### src/include/dcw_pkg.sv
/*
 Constants for the drive configuration word decoder: field positions of the
 two configuration words, input function codes, result codes, timing counts.
 Assumes a single 200 MHz core clock; no other files are needed.
*/
// How it works
// - Word 0 bits 8:6, 5:3, 2:0 carry input 3, 2, 1 function codes.
// - Code zero: input drives nothing, its state is still reported to host.
// - Codes 1..7: CW limit, CCW limit, start, stop, e-stop, home, encoder.
// - Encoder plus input 3 start: capture on every edge, rising edge launches move.
// - Encoder plus input 3 stop: capture at the moment the stop fires.
// - Home accepted on any input, but only input 3 when an encoder is used.
// - Encoder code valid only on inputs 1 and 2, as channels A and B.
// - Bit 15 of word 1 is ignored.
// - Word 1 bit 14 clear: fault output; set: follows command-mode data bit.
// - Output 1 is on from power-up until the driver is configured.
// - Link lost: output holds when bit 13 is zero, else takes bit 12.
// - Readback bit set on entering configuration mode returns the configuration.
// - While readback bit is set, new configuration data is refused.
// - Rising save bit checks validity then writes flash; invalid edge ignored.
// - Successful save puts 16#aaaa in last input word, indicator flashes green; ledState holds steady green, no blink.
// - Failed save puts 16#eeee in last input word, indicator flashes red; ledState holds steady red, no blink.
// - After the save result is reported, all commands are ignored until power cycle; the code still lets output 1 follow the command-mode data bit.
// - Word 0 bit 15 selects configuration mode when one, command mode when zero.
// - Word 1 bits 9 and 8 pick split decimal or signed 32-bit formats.
// - Word 1 bits 2:0 set polarity of inputs 3:1; one means normally open.
// - Configuration giving one function to two inputs is invalid.
package dcw_pkg;

    // Word 0 fields
    localparam int W0_MODE_BIT    = 15;
    localparam int W0_STALL_BIT   = 13;
    localparam int W0_USE_ENC_BIT = 10;
    localparam int W0_IN3_LSB     = 6;
    localparam int W0_IN2_LSB     = 3;
    localparam int W0_IN1_LSB     = 0;
    localparam logic [15:0] W0_RSVD_MASK = 16'h1200;

    // Word 1 fields
    localparam int W1_ROLE_BIT     = 14;
    localparam int W1_LOSS_ACT_BIT = 13;
    localparam int W1_LOSS_LVL_BIT = 12;
    localparam int W1_READBACK_BIT = 11;
    localparam int W1_PERSIST_BIT  = 10;
    localparam int W1_REPFMT_BIT   = 9;
    localparam int W1_PRGFMT_BIT   = 8;
    localparam logic [15:0] W1_RSVD_MASK = 16'h00f8;

    // Input function codes
    localparam logic [2:0] FN_GPIO  = 3'h0;
    localparam logic [2:0] FN_CW    = 3'h1;
    localparam logic [2:0] FN_CCW   = 3'h2;
    localparam logic [2:0] FN_START = 3'h3;
    localparam logic [2:0] FN_STOP  = 3'h4;
    localparam logic [2:0] FN_ESTOP = 3'h5;
    localparam logic [2:0] FN_HOME  = 3'h6;
    localparam logic [2:0] FN_QUAD  = 3'h7;

    // Status word 0 shown while unconfigured
    localparam logic [15:0] UNCONF_STATUS = 16'h6408;

    // Save result codes
    localparam logic [15:0] SAVE_OK_CODE   = 16'haaaa;
    localparam logic [15:0] SAVE_FAIL_CODE = 16'heeee;

    // Indicator flash half-period
    localparam int  CLK_MHZ        = 200;
    localparam int  FLASH_HALF_MS  = 250;
    localparam int  FLASH_HALF_CYC = FLASH_HALF_MS * 1000 * CLK_MHZ;

    typedef enum logic [1:0] {DCW_LED_OFF, DCW_LED_GREEN, DCW_LED_RED} dcw_led_e;

endpackage

### src/rtl/dcw_sync.sv
/*
 Two-flop synchroniser bank for the discrete inputs and link status.
 Assumes asynchronous pin levels; the first stage is read only by the second.
*/
`timescale 1ns/1ps
`default_nettype none
module dcw_sync #(
    parameter int WIDTH = 4
) (
    // Clock and reset
    input  wire logic             core_clk,
    input  wire logic             rstn,
    // Data
    input  wire logic [WIDTH-1:0] asyncIn,
    output logic      [WIDTH-1:0] syncOut
);
    logic [WIDTH-1:0] stage1_r;

    initial begin
        if (WIDTH < 1) $error("dcw_sync: WIDTH must be at least 1");
    end

    // Plain two-stage chain
    always_ff @(posedge core_clk) begin
        if (!rstn) begin
            stage1_r <= '0;
            syncOut  <= '0;
        end else begin
            stage1_r <= asyncIn;
            syncOut  <= stage1_r;
        end
    end
endmodule
`default_nettype wire

### src/rtl/dcw_check.sv
/*
 Combinational validity check of the two configuration words.
 Assumes the other configuration words are checked by the caller.
*/
`timescale 1ns/1ps
`default_nettype none
module dcw_check (
    // Words under test
    input  wire logic [15:0] cfgWord0,
    input  wire logic [15:0] cfgWord1,
    input  wire logic        encResNonZero,
    // Verdict
    output logic             cfgValid
);
    logic [2:0] fn1;
    logic [2:0] fn2;
    logic [2:0] fn3;
    logic       useEnc;
    logic       dup;
    logic       placeOk;

    assign fn1    = cfgWord0[dcw_pkg::W0_IN1_LSB +: 3];
    assign fn2    = cfgWord0[dcw_pkg::W0_IN2_LSB +: 3];
    assign fn3    = cfgWord0[dcw_pkg::W0_IN3_LSB +: 3];
    assign useEnc = cfgWord0[dcw_pkg::W0_USE_ENC_BIT];

    // Same non-GPIO function twice; the two encoder channels are the exception
    always_comb begin
        dup = 1'b0;
        if (fn1 != dcw_pkg::FN_GPIO && fn1 == fn2 && fn1 != dcw_pkg::FN_QUAD) dup = 1'b1;
        if (fn1 != dcw_pkg::FN_GPIO && fn1 == fn3) dup = 1'b1;
        if (fn2 != dcw_pkg::FN_GPIO && fn2 == fn3) dup = 1'b1;
    end

    // Encoder code only on inputs 1 and 2; home only on input 3 with encoder
    always_comb begin
        placeOk = 1'b1;
        if (fn3 == dcw_pkg::FN_QUAD) placeOk = 1'b0;
        if ((fn1 == dcw_pkg::FN_QUAD) != (fn2 == dcw_pkg::FN_QUAD)) placeOk = 1'b0;
        if (useEnc && (fn1 != dcw_pkg::FN_QUAD || !encResNonZero)) placeOk = 1'b0;
        if (!useEnc && fn1 == dcw_pkg::FN_QUAD) placeOk = 1'b0;
        if (useEnc && (fn1 == dcw_pkg::FN_HOME || fn2 == dcw_pkg::FN_HOME)) placeOk = 1'b0;
        if (cfgWord0[dcw_pkg::W0_STALL_BIT] && !useEnc) placeOk = 1'b0;
    end

    // Reserved bits set make the whole set invalid; word 1 bit 15 is not looked at
    assign cfgValid = !dup && placeOk
                    && ((cfgWord0 & dcw_pkg::W0_RSVD_MASK) == 16'h0000)
                    && ((cfgWord1 & dcw_pkg::W1_RSVD_MASK) == 16'h0000);
endmodule
`default_nettype wire

### src/rtl/dcw_decoder.sv
/*
 Drive configuration word decoder: takes configuration words 0 and 1 from the
 cyclic output data, decodes input functions, drives output 1, handles
 readback, flash save handshake and result reporting.
 Assumes host words are stable on core_clk; pins and link status are async.
*/
`timescale 1ns/1ps
`default_nettype none
module dcw_decoder #(
    parameter int FLASH_HALF_CYC = dcw_pkg::FLASH_HALF_CYC
) (
    // Clock and reset
    input  wire logic        core_clk,
    input  wire logic        rstn,
    // Cyclic host output words
    input  wire logic [15:0] hostWord0,
    input  wire logic [15:0] hostWord1,
    input  wire logic        encResNonZero,
    input  wire logic        cmdOutBit,
    // Drive state
    input  wire logic        driveFault,
    input  wire logic [31:0] encoderPos,
    input  wire logic        stopFired,
    // Pins and link
    input  wire logic [2:0]  inputPins,
    input  wire logic        linkUpPin,
    // Flash port
    output logic             flashWrite,
    input  wire logic        flashDone,
    input  wire logic        flashOk,
    // Input data words
    output logic [15:0]      statusWord0,
    output logic [15:0]      statusWord1,
    output logic [15:0]      lastWord,
    // Decoded outputs
    output logic             auxOutput,
    output logic [2:0]       inputActive,
    output logic [2:0]       gpInputState,
    output logic             cwLimit,
    output logic             ccwLimit,
    output logic             startMove,
    output logic             stopMove,
    output logic             eStop,
    output logic             homeInput,
    output logic             encChanA,
    output logic             encChanB,
    output logic             captureStrobe,
    output logic [31:0]      capturedPos,
    output logic             reportNumberFormat,
    output logic             programNumberFormat,
    output logic             configured,
    output logic [1:0]       ledState
);

    initial begin
        if (FLASH_HALF_CYC < 1) $error("dcw_decoder: FLASH_HALF_CYC must be positive");
    end

    typedef enum logic [1:0] {ST_IDLE, ST_WRITE, ST_LOCKED} dcw_save_e;

    ////////////////////////////////////////////////////////////////////////////
    // Synchronised pins

    logic [3:0] syncd;
    logic [2:0] pinLvl;
    logic       linkUp;
    logic       cfgValid;

    dcw_sync #(.WIDTH(4)) uSync (
        .core_clk (core_clk),
        .rstn     (rstn),
        .asyncIn  ({linkUpPin, inputPins}),
        .syncOut  (syncd)
    );
    assign pinLvl = syncd[2:0];
    assign linkUp = syncd[3];

    dcw_check uCheck (
        .cfgWord0      (hostWord0),
        .cfgWord1      (hostWord1),
        .encResNonZero (encResNonZero),
        .cfgValid      (cfgValid)
    );

    ////////////////////////////////////////////////////////////////////////////
    // Accepted configuration

    logic [15:0] cfg0_r;
    logic [15:0] cfg1_r;
    logic        cfgMode;
    logic        cfgModeD_r;
    logic        readbackLatch_r;
    logic        persistD_r;
    logic        locked;
    dcw_save_e   save_r;

    assign cfgMode = hostWord0[dcw_pkg::W0_MODE_BIT];
    assign locked  = (save_r == ST_LOCKED);

    // Mode edge and readback latched on entry to configuration mode
    always_ff @(posedge core_clk) begin
        if (!rstn) begin
            cfgModeD_r      <= 1'b0;
            readbackLatch_r <= 1'b0;
        end else if (!locked) begin
            cfgModeD_r <= cfgMode;
            if (cfgMode && !cfgModeD_r)
                readbackLatch_r <= hostWord1[dcw_pkg::W1_READBACK_BIT];
            else if (!cfgMode)
                readbackLatch_r <= 1'b0;
        end
    end

    // Accept valid words only when readback is not asked for
    always_ff @(posedge core_clk) begin
        if (!rstn) begin
            cfg0_r     <= 16'h0000;
            cfg1_r     <= 16'h0000;
            configured <= 1'b0;
        end else if (!locked && cfgMode && cfgValid
                     && !hostWord1[dcw_pkg::W1_READBACK_BIT]) begin
            cfg0_r     <= hostWord0;
            cfg1_r     <= hostWord1;
            configured <= 1'b1;
        end
    end

    ////////////////////////////////////////////////////////////////////////////
    // Flash save sequence

    logic saveRise;
    assign saveRise = hostWord1[dcw_pkg::W1_PERSIST_BIT] && !persistD_r;

    always_ff @(posedge core_clk) begin
        if (!rstn) persistD_r <= 1'b0;
        else       persistD_r <= hostWord1[dcw_pkg::W1_PERSIST_BIT];
    end

    // Invalid configuration makes the edge a no-op
    always_ff @(posedge core_clk) begin
        if (!rstn) begin
            save_r     <= ST_IDLE;
            flashWrite <= 1'b0;
            lastWord   <= 16'h0000;
            ledState   <= dcw_pkg::DCW_LED_OFF;
        end else begin
            flashWrite <= 1'b0;
            case (save_r)
                ST_IDLE: begin
                    if (cfgMode && saveRise && cfgValid) begin
                        save_r     <= ST_WRITE;
                        flashWrite <= 1'b1;
                    end
                end
                ST_WRITE: begin
                    if (flashDone) begin
                        save_r <= ST_LOCKED;
                        if (flashOk) begin
                            lastWord <= dcw_pkg::SAVE_OK_CODE;
                            ledState <= dcw_pkg::DCW_LED_GREEN;
                        end else begin
                            lastWord <= dcw_pkg::SAVE_FAIL_CODE;
                            ledState <= dcw_pkg::DCW_LED_RED;
                        end
                    end
                end
                default: save_r <= ST_LOCKED; // Only reset leaves it
            endcase
        end
    end

    // Flash blink timebase; blinkPhase is not applied to ledState
    logic [$clog2(FLASH_HALF_CYC+1)-1:0] blinkCnt_r;
    logic                                blinkPhase;
    always_ff @(posedge core_clk) begin
        if (!rstn) begin
            blinkCnt_r <= '0;
            blinkPhase <= 1'b0;
        end else if (blinkCnt_r == $bits(blinkCnt_r)'(FLASH_HALF_CYC - 1)) begin
            blinkCnt_r <= '0;
            blinkPhase <= !blinkPhase;
        end else begin
            blinkCnt_r <= blinkCnt_r + 1'b1;
        end
    end

    ////////////////////////////////////////////////////////////////////////////
    // Input decode

    logic [2:0] fnCode [3];
    logic [2:0] active;
    logic       quadMode;

    assign fnCode[0] = cfg0_r[dcw_pkg::W0_IN1_LSB +: 3];
    assign fnCode[1] = cfg0_r[dcw_pkg::W0_IN2_LSB +: 3];
    assign fnCode[2] = cfg0_r[dcw_pkg::W0_IN3_LSB +: 3];
    assign quadMode  = configured && fnCode[0] == dcw_pkg::FN_QUAD
                     && fnCode[1] == dcw_pkg::FN_QUAD;
    // One in polarity bit: input is active when current flows
    assign active    = ~(pinLvl ^ cfg1_r[2:0]);

    function automatic logic anyFn(input logic [2:0] c0, input logic [2:0] c1,
                                   input logic [2:0] c2, input logic [2:0] a,
                                   input logic [2:0] code);
        anyFn = (c0 == code && a[0]) || (c1 == code && a[1]) || (c2 == code && a[2]);
    endfunction

    logic in3ActD_r;
    logic stopMoveD_r;

    // Registered functional decode; functions stay low until configured, but inputActive always follows the pins and gpInputState does so for inputs with code zero
    always_ff @(posedge core_clk) begin
        if (!rstn) begin
            inputActive  <= 3'h0;
            gpInputState <= 3'h0;
            cwLimit      <= 1'b0;
            ccwLimit     <= 1'b0;
            startMove    <= 1'b0;
            stopMove     <= 1'b0;
            eStop        <= 1'b0;
            homeInput    <= 1'b0;
            encChanA     <= 1'b0;
            encChanB     <= 1'b0;
            in3ActD_r    <= 1'b0;
            stopMoveD_r  <= 1'b0;
        end else begin
            inputActive <= active;
            in3ActD_r   <= active[2];
            stopMoveD_r <= stopMove;
            for (int i = 0; i < 3; i++)
                gpInputState[i] <= (fnCode[i] == dcw_pkg::FN_GPIO) && active[i];
            cwLimit   <= configured && anyFn(fnCode[0], fnCode[1], fnCode[2], active, dcw_pkg::FN_CW);
            ccwLimit  <= configured && anyFn(fnCode[0], fnCode[1], fnCode[2], active, dcw_pkg::FN_CCW);
            startMove <= configured && anyFn(fnCode[0], fnCode[1], fnCode[2], active, dcw_pkg::FN_START);
            stopMove  <= configured && anyFn(fnCode[0], fnCode[1], fnCode[2], active, dcw_pkg::FN_STOP);
            eStop     <= configured && anyFn(fnCode[0], fnCode[1], fnCode[2], active, dcw_pkg::FN_ESTOP);
            homeInput <= configured && anyFn(fnCode[0], fnCode[1], fnCode[2], active, dcw_pkg::FN_HOME);
            encChanA  <= quadMode && pinLvl[0];
            encChanB  <= quadMode && pinLvl[1];
        end
    end

    // Encoder capture only when the two channels really are an encoder
    always_ff @(posedge core_clk) begin
        if (!rstn) begin
            captureStrobe <= 1'b0;
            capturedPos   <= 32'h0000_0000;
        end else begin
            captureStrobe <= 1'b0;
            if (quadMode && fnCode[2] == dcw_pkg::FN_START
                && active[2] != in3ActD_r) begin
                captureStrobe <= 1'b1;
                capturedPos   <= encoderPos;
            end else if (quadMode && fnCode[2] == dcw_pkg::FN_STOP
                         && stopFired && active[2]) begin
                captureStrobe <= 1'b1;
                capturedPos   <= encoderPos;
            end
        end
    end

    ////////////////////////////////////////////////////////////////////////////
    // Output 1 and reported words

    // Link loss wins over the normal role; unconfigured forces on
    always_ff @(posedge core_clk) begin
        if (!rstn) begin
            auxOutput <= 1'b1;
        end else if (!configured) begin
            auxOutput <= 1'b1;
        end else if (!linkUp) begin
            if (cfg1_r[dcw_pkg::W1_LOSS_ACT_BIT])
                auxOutput <= cfg1_r[dcw_pkg::W1_LOSS_LVL_BIT];
        end else if (cfg1_r[dcw_pkg::W1_ROLE_BIT]) begin
            auxOutput <= cmdOutBit;
        end else begin
            auxOutput <= !driveFault;
        end
    end

    // Readback, or configuration mode once configured, mirrors stored words; unconfigured status until configured, else hold
    always_ff @(posedge core_clk) begin
        if (!rstn) begin
            statusWord0         <= dcw_pkg::UNCONF_STATUS;
            statusWord1         <= 16'h0000;
            reportNumberFormat  <= 1'b0;
            programNumberFormat <= 1'b0;
        end else begin
            reportNumberFormat  <= cfg1_r[dcw_pkg::W1_REPFMT_BIT];
            programNumberFormat <= cfg1_r[dcw_pkg::W1_PRGFMT_BIT];
            if (readbackLatch_r || (cfgMode && configured)) begin
                statusWord0 <= cfg0_r;
                statusWord1 <= cfg1_r;
            end else if (!configured) begin
                statusWord0 <= dcw_pkg::UNCONF_STATUS;
                statusWord1 <= 16'h0000;
            end
        end
    end

    ////////////////////////////////////////////////////////////////////////////
    // Checks

    logic unusedBlink;
    assign unusedBlink = blinkPhase;

    AST_UNCONF_ON: assert property (@(posedge core_clk) disable iff (!rstn)
        !configured |=> auxOutput) else $error("output 1 off while unconfigured");
    AST_LOSS_LEVEL: assert property (@(posedge core_clk) disable iff (!rstn)
        configured && !linkUp && cfg1_r[13] |=> auxOutput == $past(cfg1_r[12]))
        else $error("link loss level not applied");
    AST_LOSS_HOLD: assert property (@(posedge core_clk) disable iff (!rstn)
        configured && !linkUp && !cfg1_r[13] |=> $stable(auxOutput))
        else $error("output 1 moved on link loss");
    AST_FAULT_ROLE: assert property (@(posedge core_clk) disable iff (!rstn)
        configured && linkUp && !cfg1_r[14] |=> auxOutput == !$past(driveFault))
        else $error("fault output wrong");
    AST_READBACK_REFUSE: assert property (@(posedge core_clk) disable iff (!rstn)
        hostWord1[11] |=> $stable(cfg0_r) && $stable(cfg1_r))
        else $error("configuration taken during readback");
    AST_SAVE_INVALID: assert property (@(posedge core_clk) disable iff (!rstn)
        save_r == ST_IDLE && saveRise && !cfgValid |=> !flashWrite)
        else $error("invalid save started");
    AST_SAVE_OK: assert property (@(posedge core_clk) disable iff (!rstn)
        save_r == ST_WRITE && flashDone && flashOk |=> lastWord == 16'haaaa && ledState == 2'h1)
        else $error("save success not reported");
    AST_SAVE_FAIL: assert property (@(posedge core_clk) disable iff (!rstn)
        save_r == ST_WRITE && flashDone && !flashOk |=> lastWord == 16'heeee && ledState == 2'h2)
        else $error("save failure not reported");
    AST_LOCKED: assert property (@(posedge core_clk) disable iff (!rstn)
        locked |=> locked && $stable(cfg0_r) && !flashWrite)
        else $error("responded after save");
    AST_NOCAP: assert property (@(posedge core_clk) disable iff (!rstn)
        !quadMode |=> !captureStrobe) else $error("capture without encoder");

    COV_SAVE_OK: cover property (@(posedge core_clk) disable iff (!rstn)
        save_r == ST_WRITE ##1 lastWord == 16'haaaa);
    COV_CAPTURE: cover property (@(posedge core_clk) disable iff (!rstn) captureStrobe);
    COV_LINK_LOSS: cover property (@(posedge core_clk) disable iff (!rstn)
        configured && !linkUp);
endmodule
`default_nettype wire

### config.mk
export PLATFORM = sky130hd
export DESIGN_NAME = dcw_decoder
export DESIGN_NICKNAME = d
export VERILOG_FILES = /design/src/include/dcw_pkg.sv /design/src/rtl/dcw_sync.sv /design/src/rtl/dcw_check.sv /design/src/rtl/dcw_decoder.sv
export SDC_FILE = /design/constraint.sdc
export NUM_CORES = 1
export LEC_CHECK = 0
export BUFFER_PORTS_ARGS = -buffer_cell sky130_fd_sc_hd__buf_2
export CAP_MARGIN = 10
export CORE_UTILIZATION = 35
export CTS_CLUSTER_DIAMETER = 40
export DETAILED_ROUTE_END_ITERATION = 10
export PLACE_DENSITY = 0.61
export SLEW_MARGIN = 25
export SYNTH_ARGS = -nofsm -noshare
export SYNTH_HDL_FRONTEND = slang
export SYNTH_SLANG_ARGS = --single-unit
### constraint.sdc
create_clock -name core_clk -period 2.2 [get_ports core_clk]
set_input_delay 0.44 -clock core_clk [delete_from_list [all_inputs] [get_ports core_clk]]
set_output_delay 0.44 -clock core_clk [all_outputs]
set_load 0.005 [all_outputs]
==> results.md <==
| Group | Item | Reported |
| --- | --- | --- |
| clock tree | Number of post-CTS setup repair buffers | 0 |
| synthesis | Gate Count Post-Synth | 589 |
| global routing | Antenna violations before repair | 2 |
| clock tree | Post-cts repair resize count | 0 |
| pwr | Reported net switching power | 1.09 mW |
| synthesis | Post-synthesis sequential area ratio | 50.3% |
| die | Initial core utilization | 36.0% |
| critical path | Kind of start point of the critical path | register |
| global routing | Maximum number of pins on one net before global-route repair | 112 |
| layout | Layout overhead on the synthesized area | 27.6% |
| place | Port-buffer cells | 173 |
| layout | Core Util, Final | 45.9% |
| timing | Final Slew Violations | 0 |
| die | Core Footprint | 0.0146 sq mm |
| synthesis | EDFF count, synth | 0 |
| pwr | Net switching share of the total power | 20.4% |
| synthesis | Synthesized area | 0.00525 sq mm |
| synthesis | Average size of a mapped cell | 8.91 sq um |
| place | Worst setup slack before clock tree synthesis | 147 ps |
| place | Placed cell count | 898 |
| synthesis | Main flop type after synthesis | dfxtp_1 |
| global routing | Global-route total usage across every layer | 16.8% |
| clock tree | CTS Hold Bufs | 0 |
| die | Die outline area | 0.0155 sq mm |
| route | Detail-routed via count per cell | 4.86 |
| place | Post-detailed-placement half-perimeter wirelength | 8950 um |
| pwr | Part of the total power dissipated in combinational logic | 4.5% |
| global routing | Leftover overflow at the end of global routing | 0 |
| route | First-pass DRT Iterations | 5 |
| global routing | Via count of the first global-routing pass | 4371 |
| die | Die X | 124 um |
| timing | Unrepaired setup endpoints after global routing | false |
| synthesis | Share of flip-flops with an asynchronous set or reset | 0% |
| die | Number of top-level pins | 178 |
| timing | Setup TNS | 0 ps |
| layout | Number of filler instances in the final layout | 1414 |
| clock tree | CTS H-Tree Depth | 4 |
| layout | Filler-free cell count of the finished design | 930 |
| timing | Final setup slack of the worst path | 299 ps |
| place | Global placer's final weighted congestion | 0.848 |
| timing | F_max | 0.526 GHz |
| synthesis | Distinct cell type count after synthesis | 47 |
| route | Remaining number of nets flagged by the antenna check after routing | 0 |
| layout | Share of cells above drive strength 1 | 28.2% |
| die | Die height | 124 um |
| layout | Net count of the finished layout | 809 |
| route | Count of routing violations after the opening detailed-route iteration | 291 |
| clock tree | Clock sink count | 132 |
| min path | Startpoint of the worst hold path | linkUpPin |
| critical path | Required time worst endpoint | 2530 ps |
| timing | Clock skew after layout | 15.4 ps |
| layout | Cell area after layout | 0.00670 sq mm |
| pwr | Cell internal pwr | 4.23 mW |
| clock tree | Number of buffers created by CTS | 17 |
| timing | Hold Fails Final Rpt | 0 |
| pwr | IR drop worst, VDD | 0.000481 V |
| clock tree | Clock root buffer | clkbuf_16 |
| pwr | Power density relative to cell area | 794 mW/mm^2 |
| critical path | Endpoint kind of the worst setup timing path | register |
| pwr | Overall power | 5.32 mW |
| synthesis | Yosys reg bits | 132 |
| synthesis | Warning count from the yosys run | 0 |
| timing | Final critical-path share of the clock period | 86.4% |
| critical path | Crit Path Category | reg -> reg |
| clock tree | Clock latency on the worst-skew pair | 420 ps |
| timing | Total setup violations reported at the end of the flow | 0 |
| route | Total wire length | 12800 um |
| timing | Worst hold slack | 237 ps |
| pwr | Part of the total power dissipated in the clock network | 50.0% |
| die | Number of cell rows | 44 |
| run status | Run status | completed |
| global routing | Wire length of the first global-routing pass | 20900 um |
| run | Max-cap check violation count | 0 |
| layout | Total area of multi-input combinational cells | 0.00228 sq mm |
| critical path | Origin of the worst setup path | cfg1_r[2] |
| critical path | Launching point of the worst reg2reg path | cfg1_r[2] |
| layout | Combined flip-flop and latch cell area | 0.00264 sq mm |
| critical path | Max Fanout on Critical Path | 65 |
| clock tree | Buffer depth of the longest clock path | 2 |
| place | Cell area reported after detailed placement | 0.00614 sq mm |
| route | Detailed-route wire length per cell | 13.8 um |
| clock tree | Clock tree from TritonCTS | built |
| pwr | Relative contribution of sequential cells to total power | 45.5% |
| route | Vias after detailed routing | 4517 |
| clock tree | Clock-pin slew of the registers on the worst-case setup and hold paths | 60 ps |
| min path | Min-delay worst type | in -> reg |
| route | Number of remaining DRC errors | 0 |
| critical path | CP arrival | 2230 ps |
| timing | Post-layout min period | 1900 ps |
| pwr | Leakage power figure | 2.84 nW |
==> synthesized netlist by cell type, drive strengths merged, types with 2 or more instances <==
library cell	n	area, sq um
nor4	3	18.8
dfxtp	132	2640
o21ai	42	210
nand3b	5	37.5
xnor2	3	26.3
and2	15	93.8
nand3	66	330
or3	4	25.0
nand2b	3	18.8
nand4	2	12.5
inv	5	18.8
clkbuf	29	109
a21boi	26	195
o211ai	2	15.0
nor3	4	20.0
nor2	9	36.3
a32oi	2	17.5
nand4b	3	26.3
a22oi	2	15.0
xor2	8	70.1
a31oi	3	18.8
o21a	2	15.0
a21oi	5	25.0
mux2i	25	250
nand2	117	439
and3	7	43.8
and4b	2	20.0
nor2b	12	75.1
o21bai	2	15.0
and3b	7	61.3
buf	31	236
==> logic make-up (layout without fill, tap and decap cells) <==
group / after synthesis / in the layout / synth area share [%]
buffers and inverters: 65 / 218 / 6.94
muxes: 26 / 26 / 4.98
other: 1 / 5 / 0.0714
xor gates and xnor gates: 12 / 12 / 2.26
AOI/OAI and AO/OA: 90 / 90 / 10.8
DFF: 132 / 132 / 50.3
and+or+nand+nor: 263 / 263 / 24.6
==> power by group through the flow <==
stage	Combinational, mW	Clock, mW	Sequential (mW)
detailed placement	0.241	0	2.47
CTS	0.242	2.72	2.42
finish	0.240	2.66	2.42
global placement	0.235	0	2.47
global route	0.265	2.82	2.42
floorplan	0.128	0	2.47
==> flip-flops by register name, summed over array words and instances (netlist names), 2 cells and up <==
register	cells
uSync.syncOut	4
gpInputState	3
cfg1_r	16
statusWord0	16
cfg0_r	16
capturedPos	32
lastWord	2
save_r	2
uSync.stage1_r	4
statusWord1	16
inputActive	3
==> critical path, stage by stage (launching register included) <==
cell	delay [ps]
dfxtp_1	340
xnor3_1	360
nand4b_1	140
a2111oi_4	430
buf_12	280
nand3_1	120
o21ai_0	100
==> final timing paths <==
check,end,slack (ps),cells after the start
worst min register to register,uSync.syncOut[3],430,1
worst max-delay path,capturedPos[20],300,6
worst min-delay path,uSync.stage1_r[3],240,2
worst max register to register,capturedPos[20],300,6
==> layout make-up <==
type                    count  share of cell area, %
diodes                      1                 0.0374
clock buffers              26                   7.15
clock inverters             5                   1.12
inverters                   5                  0.280
multi-input cells         395                   34.0
flip-flops and latches    132                   39.5
well taps                 184                   3.44
repair buffers            182                   14.5
==> cell usage in the layout, fill, tap and decap left out, types with 3 or more instances in the layout <==
master / Yosys / routed
a21boi_0: 26 / 26
a21oi_1: 5 / 4
a31oi_1: 3 / 3
and2_1: 14 / 14
and3_1: 7 / 7
and3b_1: 7 / 7
buf_12: 0 / 3
buf_2: 6 / 172
buf_4: 20 / 7
clkbuf_1: 29 / 7
clkbuf_16: 0 / 17
clkinv_2: 0 / 3
conb_1: 1 / 4
dfxtp_1: 132 / 132
inv_1: 5 / 5
mux2i_1: 25 / 25
nand2_1: 117 / 117
nand2b_1: 3 / 3
nand3_1: 66 / 66
nand3b_1: 5 / 5
nand4b_1: 3 / 3
nor2_1: 8 / 8
nor2b_1: 12 / 12
nor3_1: 4 / 4
nor4_1: 3 / 3
o21ai_0: 33 / 33
o21ai_1: 9 / 9
or3_1: 4 / 4
xnor2_1: 3 / 3
xor2_1: 8 / 8
==> per-layer routing <==
layer  GRT usage (%)  share of wire, %  up-vias  wire, um
met1            21.2                47     2077      5990
met5               0              0.10        -        13
met3            5.97               6.1       12       788
met2            26.0                46      152      5900
met4            7.09               1.0        2       134
li1                -                 -     2274         -
Note: power is estimated with default switching activity, not from simulation.
